[config.mk]
export PLATFORM = sky130hd
export DESIGN_NAME = pimr_top
export DESIGN_NICKNAME = d
export VERILOG_FILES = /design/src/hdl/pimr_pkg.sv /design/src/hdl/pimr_lfsr.sv /design/src/hdl/pimr_top.sv
export VERILOG_INCLUDE_DIRS = /design/src /design/src/hdl
export SDC_FILE = /design/constraint.sdc
export NUM_CORES = 1
export LEC_CHECK = 0
export ABC_AREA = 1
export BUFFER_PORTS_ARGS = -buffer_cell sky130_fd_sc_hd__clkbuf_2
export CORE_MARGIN = 4
export CORE_UTILIZATION = 40
export DETAILED_ROUTE_END_ITERATION = 6
export PLACE_DENSITY_LB_ADDON = 0.08
export SETUP_SLACK_MARGIN = 0.15
export SLEW_MARGIN = 40
export SYNTH_ARGS = -nofsm -noshare
export SYNTH_HDL_FRONTEND = slang
export SYNTH_SLANG_ARGS = --single-unit
[constraint.sdc]
create_clock -name hclk -period 3.2 [get_ports hclk]
set_input_delay 0.32 -clock hclk [delete_from_list [all_inputs] [get_ports hclk]]
set_output_delay 0.32 -clock hclk [all_outputs]
set_load 0.05 [all_outputs]
[src/hdl/pimr_defines.svh]
// Offsets, field positions, reset values and timing counts of the mask and clock-write block
`ifndef PIMR_DEFINES_SVH
`define PIMR_DEFINES_SVH

// ----------------------------------------------------------------------------
// Register indices (byte address is four times the index)
// ----------------------------------------------------------------------------
`define PIMR_IDX_STAT_CONV  16'h4010
`define PIMR_IDX_STAT_GPIO  16'h4011
`define PIMR_IDX_MASK_CONV  16'h401c
`define PIMR_IDX_MASK_GPIO  16'h401d
`define PIMR_IDX_WR_CNT     16'h4020
`define PIMR_IDX_TIME_MSW   16'h4021
`define PIMR_IDX_TIME_LSW   16'h4022

// ----------------------------------------------------------------------------
// Field positions of the converter and crystal register and of the pin register
// ----------------------------------------------------------------------------
`define PIMR_BIT_HC_CONV2   9
`define PIMR_BIT_HC_CONV1   8
`define PIMR_BIT_XTAL       7
`define PIMR_BIT_UV_CONV4   3
`define PIMR_BIT_UV_CONV1   0
`define PIMR_BIT_PIN12      11
`define PIMR_BIT_PIN1       0

// ----------------------------------------------------------------------------
// Defined bits and reset values
// ----------------------------------------------------------------------------
`define PIMR_CONV_VALID     16'h038f
`define PIMR_GPIO_VALID     16'h0fff
`define PIMR_MASK_CONV_RST  16'h038f
`define PIMR_MASK_GPIO_RST  16'h0fff
`define PIMR_STAT_RST       16'h0000
`define PIMR_WR_CNT_RST     16'h0000
`define PIMR_TIME_RST       32'h0000_0000
`define PIMR_LFSR_SEED      16'hace1
`define PIMR_LFSR_TAPS      16'hb400

// ----------------------------------------------------------------------------
// Timing: one second of the seconds count at a 100 ns clock
// ----------------------------------------------------------------------------
`define PIMR_SECOND_NS      1000000000
`define PIMR_CLK_PERIOD_NS  100
`define PIMR_SEC_CYCLES     (`PIMR_SECOND_NS / `PIMR_CLK_PERIOD_NS)

`endif

[src/hdl/pimr_pkg.sv]
// Types shared by the mask and clock-write block
package pimr_pkg;
  typedef logic [15:0] pimr_word_t;
  typedef logic [15:0] pimr_idx_t;
  typedef logic [31:0] pimr_seconds_t;
  typedef logic [31:0] pimr_events_t;
endpackage

[src/hdl/pimr_lfsr.sv]
// Free-running pseudo-random source for the clock write counter
`timescale 1ns/1ps
`include "pimr_defines.svh"
module pimr_lfsr #(
  parameter logic [15:0] SEED = `PIMR_LFSR_SEED
) (
  // Clock and reset
  input  wire logic              hclk,
  input  wire logic              hresetn,
  // Random word, new every cycle
  output pimr_pkg::pimr_word_t   rnd
);
  pimr_pkg::pimr_word_t state;
  pimr_pkg::pimr_word_t next_state;

  // An all-zero seed would lock the shifter forever
  if (SEED == 16'h0000) begin : g_seed_check
    $error("pimr_lfsr: SEED must be non-zero");
  end

  // Galois shift, advances every clock so consecutive loads differ
  always_comb begin
    next_state = {1'b0, state[15:1]} ^ (state[0] ? `PIMR_LFSR_TAPS : 16'h0000);
  end

  // ----------------------------------------------------------------------------
  // State register
  // ----------------------------------------------------------------------------
  always_ff @(posedge hclk or negedge hresetn) begin
    if (!hresetn) begin
      state <= SEED;
    end else begin
      state <= next_state;
    end
  end

  assign rnd = state;
endmodule

[src/hdl/pimr_top.sv]
// Interrupt mask registers, event status, seconds count and clock write counter
`timescale 1ns/1ps
`include "pimr_defines.svh"
module pimr_top #(
  parameter int unsigned SEC_CYCLES = `PIMR_SEC_CYCLES
) (
  // Clock and reset
  input  wire logic        hclk,
  input  wire logic        hresetn,
  // AHB-Lite slave
  input  wire logic        hsel,
  input  wire logic [31:0] haddr,
  input  wire logic [1:0]  htrans,
  input  wire logic        hwrite,
  input  wire logic [2:0]  hsize,
  input  wire logic [31:0] hwdata,
  input  wire logic        hready,
  output logic             hreadyout,
  output logic             hresp,
  output logic [31:0]      hrdata,
  // Raw event inputs, asynchronous
  input  wire logic [1:0]  highcurrent_conv_events,
  input  wire logic        crystal_started_event,
  input  wire logic [3:0]  undervolt_conv_events,
  input  wire logic [11:0] pin_events,
  // Combined interrupt and seconds count
  output logic             irq,
  output logic [31:0]      rtc_seconds
);

  // ----------------------------------------------------------------------------
  // Parameter check
  // ----------------------------------------------------------------------------
  if (SEC_CYCLES < 2) begin : g_sec_check
    $error("pimr_top: SEC_CYCLES must be at least 2");
  end

  localparam pimr_pkg::pimr_events_t VALID_ALL = {`PIMR_GPIO_VALID, `PIMR_CONV_VALID};

  // ----------------------------------------------------------------------------
  // Declarations
  // ----------------------------------------------------------------------------
  pimr_pkg::pimr_events_t  raw_all;
  pimr_pkg::pimr_events_t  sync1;
  pimr_pkg::pimr_events_t  sync2;
  pimr_pkg::pimr_events_t  sync3;
  pimr_pkg::pimr_events_t  ev_level;
  pimr_pkg::pimr_events_t  next_ev_level;
  pimr_pkg::pimr_events_t  ev_agree;
  pimr_pkg::pimr_events_t  ev_set;
  pimr_pkg::pimr_events_t  stat_all;
  pimr_pkg::pimr_events_t  next_stat_all;
  pimr_pkg::pimr_events_t  stat_clr;
  pimr_pkg::pimr_events_t  mask_all;
  pimr_pkg::pimr_word_t    mask_conv;
  pimr_pkg::pimr_word_t    mask_gpio;
  pimr_pkg::pimr_word_t    next_mask_conv;
  pimr_pkg::pimr_word_t    next_mask_gpio;
  pimr_pkg::pimr_word_t    wr_cnt;
  pimr_pkg::pimr_word_t    next_wr_cnt;
  pimr_pkg::pimr_word_t    rnd;
  pimr_pkg::pimr_seconds_t seconds;
  pimr_pkg::pimr_seconds_t next_seconds;
  logic [31:0]             presc;
  logic [31:0]             next_presc;
  logic                    tick;
  logic                    next_irq;
  logic                    wr_pend;
  logic                    next_wr_pend;
  pimr_pkg::pimr_idx_t     wr_idx;
  pimr_pkg::pimr_idx_t     next_wr_idx;
  logic [31:0]             next_hrdata;
  logic                    addr_ok;
  logic                    take;
  pimr_pkg::pimr_idx_t     a_idx;
  logic                    time_wr;
  logic [15:0]             wdata;

  // Random source for the write counter
  pimr_lfsr #(
    .SEED (`PIMR_LFSR_SEED)
  ) u_lfsr (
    .hclk    (hclk),
    .hresetn (hresetn),
    .rnd     (rnd)
  );

  // ----------------------------------------------------------------------------
  // Event synchronisers
  // ----------------------------------------------------------------------------
  // Events placed at their mask positions; pins in the upper half
  always_comb begin
    raw_all         = '0;
    raw_all[`PIMR_BIT_HC_CONV2:`PIMR_BIT_HC_CONV1] = highcurrent_conv_events;
    raw_all[`PIMR_BIT_XTAL]                        = crystal_started_event;
    raw_all[`PIMR_BIT_UV_CONV4:`PIMR_BIT_UV_CONV1] = undervolt_conv_events;
    raw_all[16 +: 12]                              = pin_events;
  end

  // A change counts only once stages two and three agree
  always_comb begin
    ev_agree      = ~(sync2 ^ sync3);
    next_ev_level = (ev_agree & sync2) | (~ev_agree & ev_level);
    ev_set        = ev_agree & sync2 & ~ev_level & VALID_ALL;
  end

  always_ff @(posedge hclk or negedge hresetn) begin
    if (!hresetn) begin
      sync1    <= '0;
      sync2    <= '0;
      sync3    <= '0;
      ev_level <= '0;
    end else begin
      sync1    <= raw_all;
      sync2    <= sync1;
      sync3    <= sync2;
      ev_level <= next_ev_level;
    end
  end

  // ----------------------------------------------------------------------------
  // Bus address phase and write data phase
  // ----------------------------------------------------------------------------
  // Zero wait states: the slave never stalls, so hsel, htrans[1] and hready qualify a phase
  always_comb begin
    take         = hsel & htrans[1] & hready;
    a_idx        = haddr[17:2];
    addr_ok      = (haddr[31:18] == 14'h0000) && (haddr[1:0] == 2'h0);
    next_wr_pend = take & hwrite & addr_ok;
    next_wr_idx  = take ? a_idx : wr_idx;
    wdata        = hwdata[15:0];
    time_wr      = wr_pend && ((wr_idx == `PIMR_IDX_TIME_MSW) || (wr_idx == `PIMR_IDX_TIME_LSW));
  end

  // Read data is chosen in the address phase and stands in the data phase
  always_comb begin
    next_hrdata = hrdata;
    if (take && !hwrite) begin
      next_hrdata = 32'h0000_0000;
      if (addr_ok) begin
        unique case (a_idx)
          `PIMR_IDX_STAT_CONV: next_hrdata[15:0] = stat_all[15:0];
          `PIMR_IDX_STAT_GPIO: next_hrdata[15:0] = stat_all[31:16];
          `PIMR_IDX_MASK_CONV: next_hrdata[15:0] = mask_conv;
          `PIMR_IDX_MASK_GPIO: next_hrdata[15:0] = mask_gpio;
          `PIMR_IDX_WR_CNT:    next_hrdata[15:0] = wr_cnt;
          `PIMR_IDX_TIME_MSW:  next_hrdata[15:0] = seconds[31:16];
          `PIMR_IDX_TIME_LSW:  next_hrdata[15:0] = seconds[15:0];
          default:             next_hrdata     = 32'h0000_0000;
        endcase
      end
    end
  end

  always_ff @(posedge hclk or negedge hresetn) begin
    if (!hresetn) begin
      wr_pend <= 1'b0;
      wr_idx  <= 16'h0000;
      hrdata  <= 32'h0000_0000;
    end else begin
      wr_pend <= next_wr_pend;
      wr_idx  <= next_wr_idx;
      hrdata  <= next_hrdata;
    end
  end

  assign hreadyout = 1'b1;
  assign hresp     = 1'b0;

  // ----------------------------------------------------------------------------
  // Mask registers
  // ----------------------------------------------------------------------------
  // Undefined bits are held at zero so reads show only defined masks
  always_comb begin
    next_mask_conv = mask_conv;
    next_mask_gpio = mask_gpio;
    if (wr_pend && (wr_idx == `PIMR_IDX_MASK_CONV)) begin
      next_mask_conv = wdata & `PIMR_CONV_VALID;
    end
    if (wr_pend && (wr_idx == `PIMR_IDX_MASK_GPIO)) begin
      next_mask_gpio = wdata & `PIMR_GPIO_VALID;
    end
  end

  always_ff @(posedge hclk or negedge hresetn) begin
    if (!hresetn) begin
      mask_conv <= `PIMR_MASK_CONV_RST;
      mask_gpio <= `PIMR_MASK_GPIO_RST;
    end else begin
      mask_conv <= next_mask_conv;
      mask_gpio <= next_mask_gpio;
    end
  end

  // ----------------------------------------------------------------------------
  // Sticky status, write one to clear, set wins
  // ----------------------------------------------------------------------------
  assign stat_clr = {(wr_pend && (wr_idx == `PIMR_IDX_STAT_GPIO)) ? wdata : 16'h0000,
                     (wr_pend && (wr_idx == `PIMR_IDX_STAT_CONV)) ? wdata : 16'h0000};
  assign mask_all = {mask_gpio, mask_conv};

  // Latching ignores the mask so software can still poll masked events
  for (genvar i = 0; i < 32; i++) begin : g_stat
    assign next_stat_all[i] = VALID_ALL[i] & (ev_set[i] | (stat_all[i] & ~stat_clr[i]));
  end

  // Interrupt registered from next values so it matches the visible registers
  always_comb begin
    next_irq = |(next_stat_all & ~{next_mask_gpio, next_mask_conv});
  end

  always_ff @(posedge hclk or negedge hresetn) begin
    if (!hresetn) begin
      stat_all <= {`PIMR_STAT_RST, `PIMR_STAT_RST};
      irq      <= 1'b0;
    end else begin
      stat_all <= next_stat_all;
      irq      <= next_irq;
    end
  end

  // ----------------------------------------------------------------------------
  // Seconds count and write counter
  // ----------------------------------------------------------------------------
  // A write to either half wins over the increment in that half; the other half still takes the increment
  always_comb begin
    tick         = (presc == 32'(SEC_CYCLES - 1));
    next_presc   = tick ? 32'h0000_0000 : presc + 32'h0000_0001;
    next_seconds = tick ? seconds + 32'h0000_0001 : seconds;
    next_wr_cnt  = wr_cnt;
    if (wr_pend && (wr_idx == `PIMR_IDX_TIME_MSW)) begin
      next_seconds[31:16] = wdata;
    end
    if (wr_pend && (wr_idx == `PIMR_IDX_TIME_LSW)) begin
      next_seconds[15:0] = wdata;
    end
    if (time_wr) begin
      next_wr_cnt = rnd;
    end
  end

  always_ff @(posedge hclk or negedge hresetn) begin
    if (!hresetn) begin
      presc   <= 32'h0000_0000;
      seconds <= `PIMR_TIME_RST;
      wr_cnt  <= `PIMR_WR_CNT_RST;
    end else begin
      presc   <= next_presc;
      seconds <= next_seconds;
      wr_cnt  <= next_wr_cnt;
    end
  end

  assign rtc_seconds = seconds;
endmodule

==> results.cfg <==
[die]
die_h_um = 184
die_w_um = 184
coreArea_mm2 = 0.0306
fp-row-count = 64
initial_core_util = 0.405
die_area_mm2 = 0.0338
io_pins = 160

[sta]
fin_crit_ns = 2.48
rsz0062_at_grt = no
fmax_ghz = 0.403
layout_setup_ws_ns = 0.720
setup_viol = 0
slew_viol_final = 0
relSlewSlack = 0.465
fin_crit_sh = 0.775
hold_violations = 0
clock_skew_ns = 0.0121
worst_pin_slew_ns = 0.798
finalSetupTns_ns = 0

[cts]
worstSkewPairLatency_ns = 0.56
cts.sinks = 257
cts-root-buf = clkbuf_16
cts-resized-gates = 0
cts_tree = built
path_clk_slew_ns = 0.06
clockBufferDepth = 3
cts_made_buffers = 29
htreeDepth = 1

[detailed_routing]
drc = 0
wl_um = 32000
viasPerCell = 4.87
dr_total_vias = 9608
first_iter_violations = 662
wl_per_cell_um = 16.2
firstDrtPassIters = 5
antenna_left = 0

[synthesis]
synth_edf_count = 0
seq_area_frac_synth = 0.522
synthCells = 1388
async_flop_share = 1.00
ys_warn_count = 0
synth_ff_type = dfrtp_1
yosysUniqueCellTypes = 43
netlist_area_mm2 = 0.0124
avgSynthCellArea_um2 = 8.92
ys_seq_elements = 257

[global_routing]
antenna_found_initial = 0
grt_max_degree = 97
grt_pass1_vias = 9536
track_usage = 0.191
grt_pass1_wl_um = 52000
grt_overflow = 0

[placement]
dpl_cell_area_mm2 = 0.0134
place_congestion = 0.879
place_hpwl_um = 23300
place_ws_ns = 0.742
io_buffers = 121
dpl.cell_count = 1889

[min_path]
min_path_type = in2reg
holdCritStartpoint = hwdata[15]
whs_endpoint = rtc_seconds[31]
hold_path_depth = 3

[final_layout]
final_cells = 1973
nNetsFinal = 1668
design_area_mm2 = 0.0147
layout-drive-gt1-share = 0.190
antenna_cells = 0
utilization = 0.481
area_growth_syn_to_layout_pct = 18.8

[power]
p_leak_uw = 0.00776
vdd.ir_drop.worst_v = 0.000411
power.density_mw_per_mm2 = 499

[setup_path]
cp.arrival_ns = 2.97
cp-end-kind = register
worst_r2r_endpoint = irq
cp_max_fo = 22
r2r_slack_ns = 0.72
r2r-start = wr_idx[11]
crit_required_ns = 3.69
rr_worst_depth = 11
path_class = reg2reg
startpoint_type = register

[flow_run]
drv_cap = 0

[outcome]
outcome = finished, final reports clean
Yosys cell counts, types with 8 or more instances:
cell / instances / area [µm²]
dfstp_2: 27 / 709
buf_4: 20 / 150
nor4_1: 11 / 68.8
nor2_2: 15 / 93.8
xor2_1: 47 / 412
o21ai_0: 55 / 275
clkbuf_1: 12 / 45.0
nand4_1: 29 / 181
mux2_4: 10 / 150
nor2_1: 109 / 409
o21ai_1: 12 / 60.1
ha_1: 21 / 263
a21oi_1: 17 / 85.1
o22ai_1: 13 / 81.3
nor3_1: 18 / 90.1
nand2_1: 322 / 1210
inv_2: 10 / 37.5
buf_6: 8 / 90.1
mux2_2: 14 / 158
nand3_2: 11 / 110
nand3_1: 121 / 606
o211ai_1: 17 / 128
dfrtp_1: 230 / 5760
inv_1: 188 / 706
nor2_4: 10 / 113
critical path, stage by stage (launching register included):
cell	delay, ns
dfrtp_1	0.37
nor2_1	0.14
nand2_1	0.18
nor2_4	0.42
nand3_2	0.44
o21ai_0	0.48
nand2_1	0.12
nand2_1	0.08
inv_1	0.04
nand2_1	0.05
nor2_1	0.03
nand2_1	0.06
worst max path at each step:
stage,start,end,slack [ns],cells after the start
after detailed placement,wr_idx[11],irq,0.74,12
after floorplan,rtc_seconds[1],rtc_seconds[30],1.08,11
final,wr_idx[11],irq,0.72,11
after global placement,wr_idx[11],irq,0.76,11
after global routing,wr_idx[11],irq,0.44,11
after CTS,wr_idx[11],irq,0.72,11
registers in the layout, summed over array words and instances, names as in the netlist, 19 cells and up, named ones only:
signal,count
sync3,19
rtc_seconds,32
stat_all,19
presc,32
sync1,19
sync2,19
per-layer routing:
metal | track usage | wire length [µm] | vias to the layer above
met5 | 0 | 0 | -
met4 | 0.0373 | 615 | 0
met3 | 0.0224 | 1490 | 39
met2 | 0.311 | 14900 | 209
met1 | 0.279 | 15000 | 4587
li1 | - | - | 4773
metrics by stage:
| stage | hold slack (ns) | total power, µW |
|---|---|---|
| after floorplan | 0.0244 | 3680 |
| after global placement | 0.332 | 3840 |
| final | 0.0267 | 7330 |
| after detailed placement | 0.335 | 3850 |
| after global routing | 0.0310 | 7660 |
| after CTS | 0.00501 | 7460 |
placed cells by master (no fill, tap or decap), types with 18 or more instances in the layout:
cell,netlist,layout
clkbuf_2,0,120
nand4_1,29,29
xor2_1,47,47
dfstp_2,27,27
ha_1,21,21
dfrtp_1,230,230
dlygate4sd3_1,0,29
nand2_1,322,322
nor2_1,109,109
inv_1,188,188
conb_1,2,18
nand3_1,121,121
o21ai_0,55,55
clkbuf_16,0,29
nor3_1,18,18
kinds of logic after synthesis:
group	share of synthesized area
simple gates	0.253
flops	0.522
buf+inv	0.0872
compound gates	0.0563
xor+xnor	0.0340
mux	0.0249
fa+ha+maj	0.0212
other cells	0.000607
timing repair:
item                                   CTS  global route
hold buffers                            29             0
setup buffers                            0             0
endpoints found under the hold margin  109             0
power by group:
| part | total, µW | internal (µW) | switching [µW] |
|---|---|---|---|
| Clock | 3510 | 2140 | 1370 |
| Sequential | 3410 | 3360 | 51.8 |
| Combinational | 411 | 139 | 272 |
layout make-up:
cell class / instances / area (µm²)
fillers: 2991 / 15900
inverters: 198 / 743
multi-input cells: 902 / 4890
clock inverters: 12 / 189
repair buffers: 166 / 1080
well taps: 396 / 495
flip-flops and latches: 257 / 6460
clock buffers: 42 / 835
Power figures use the tool's default switching activity.
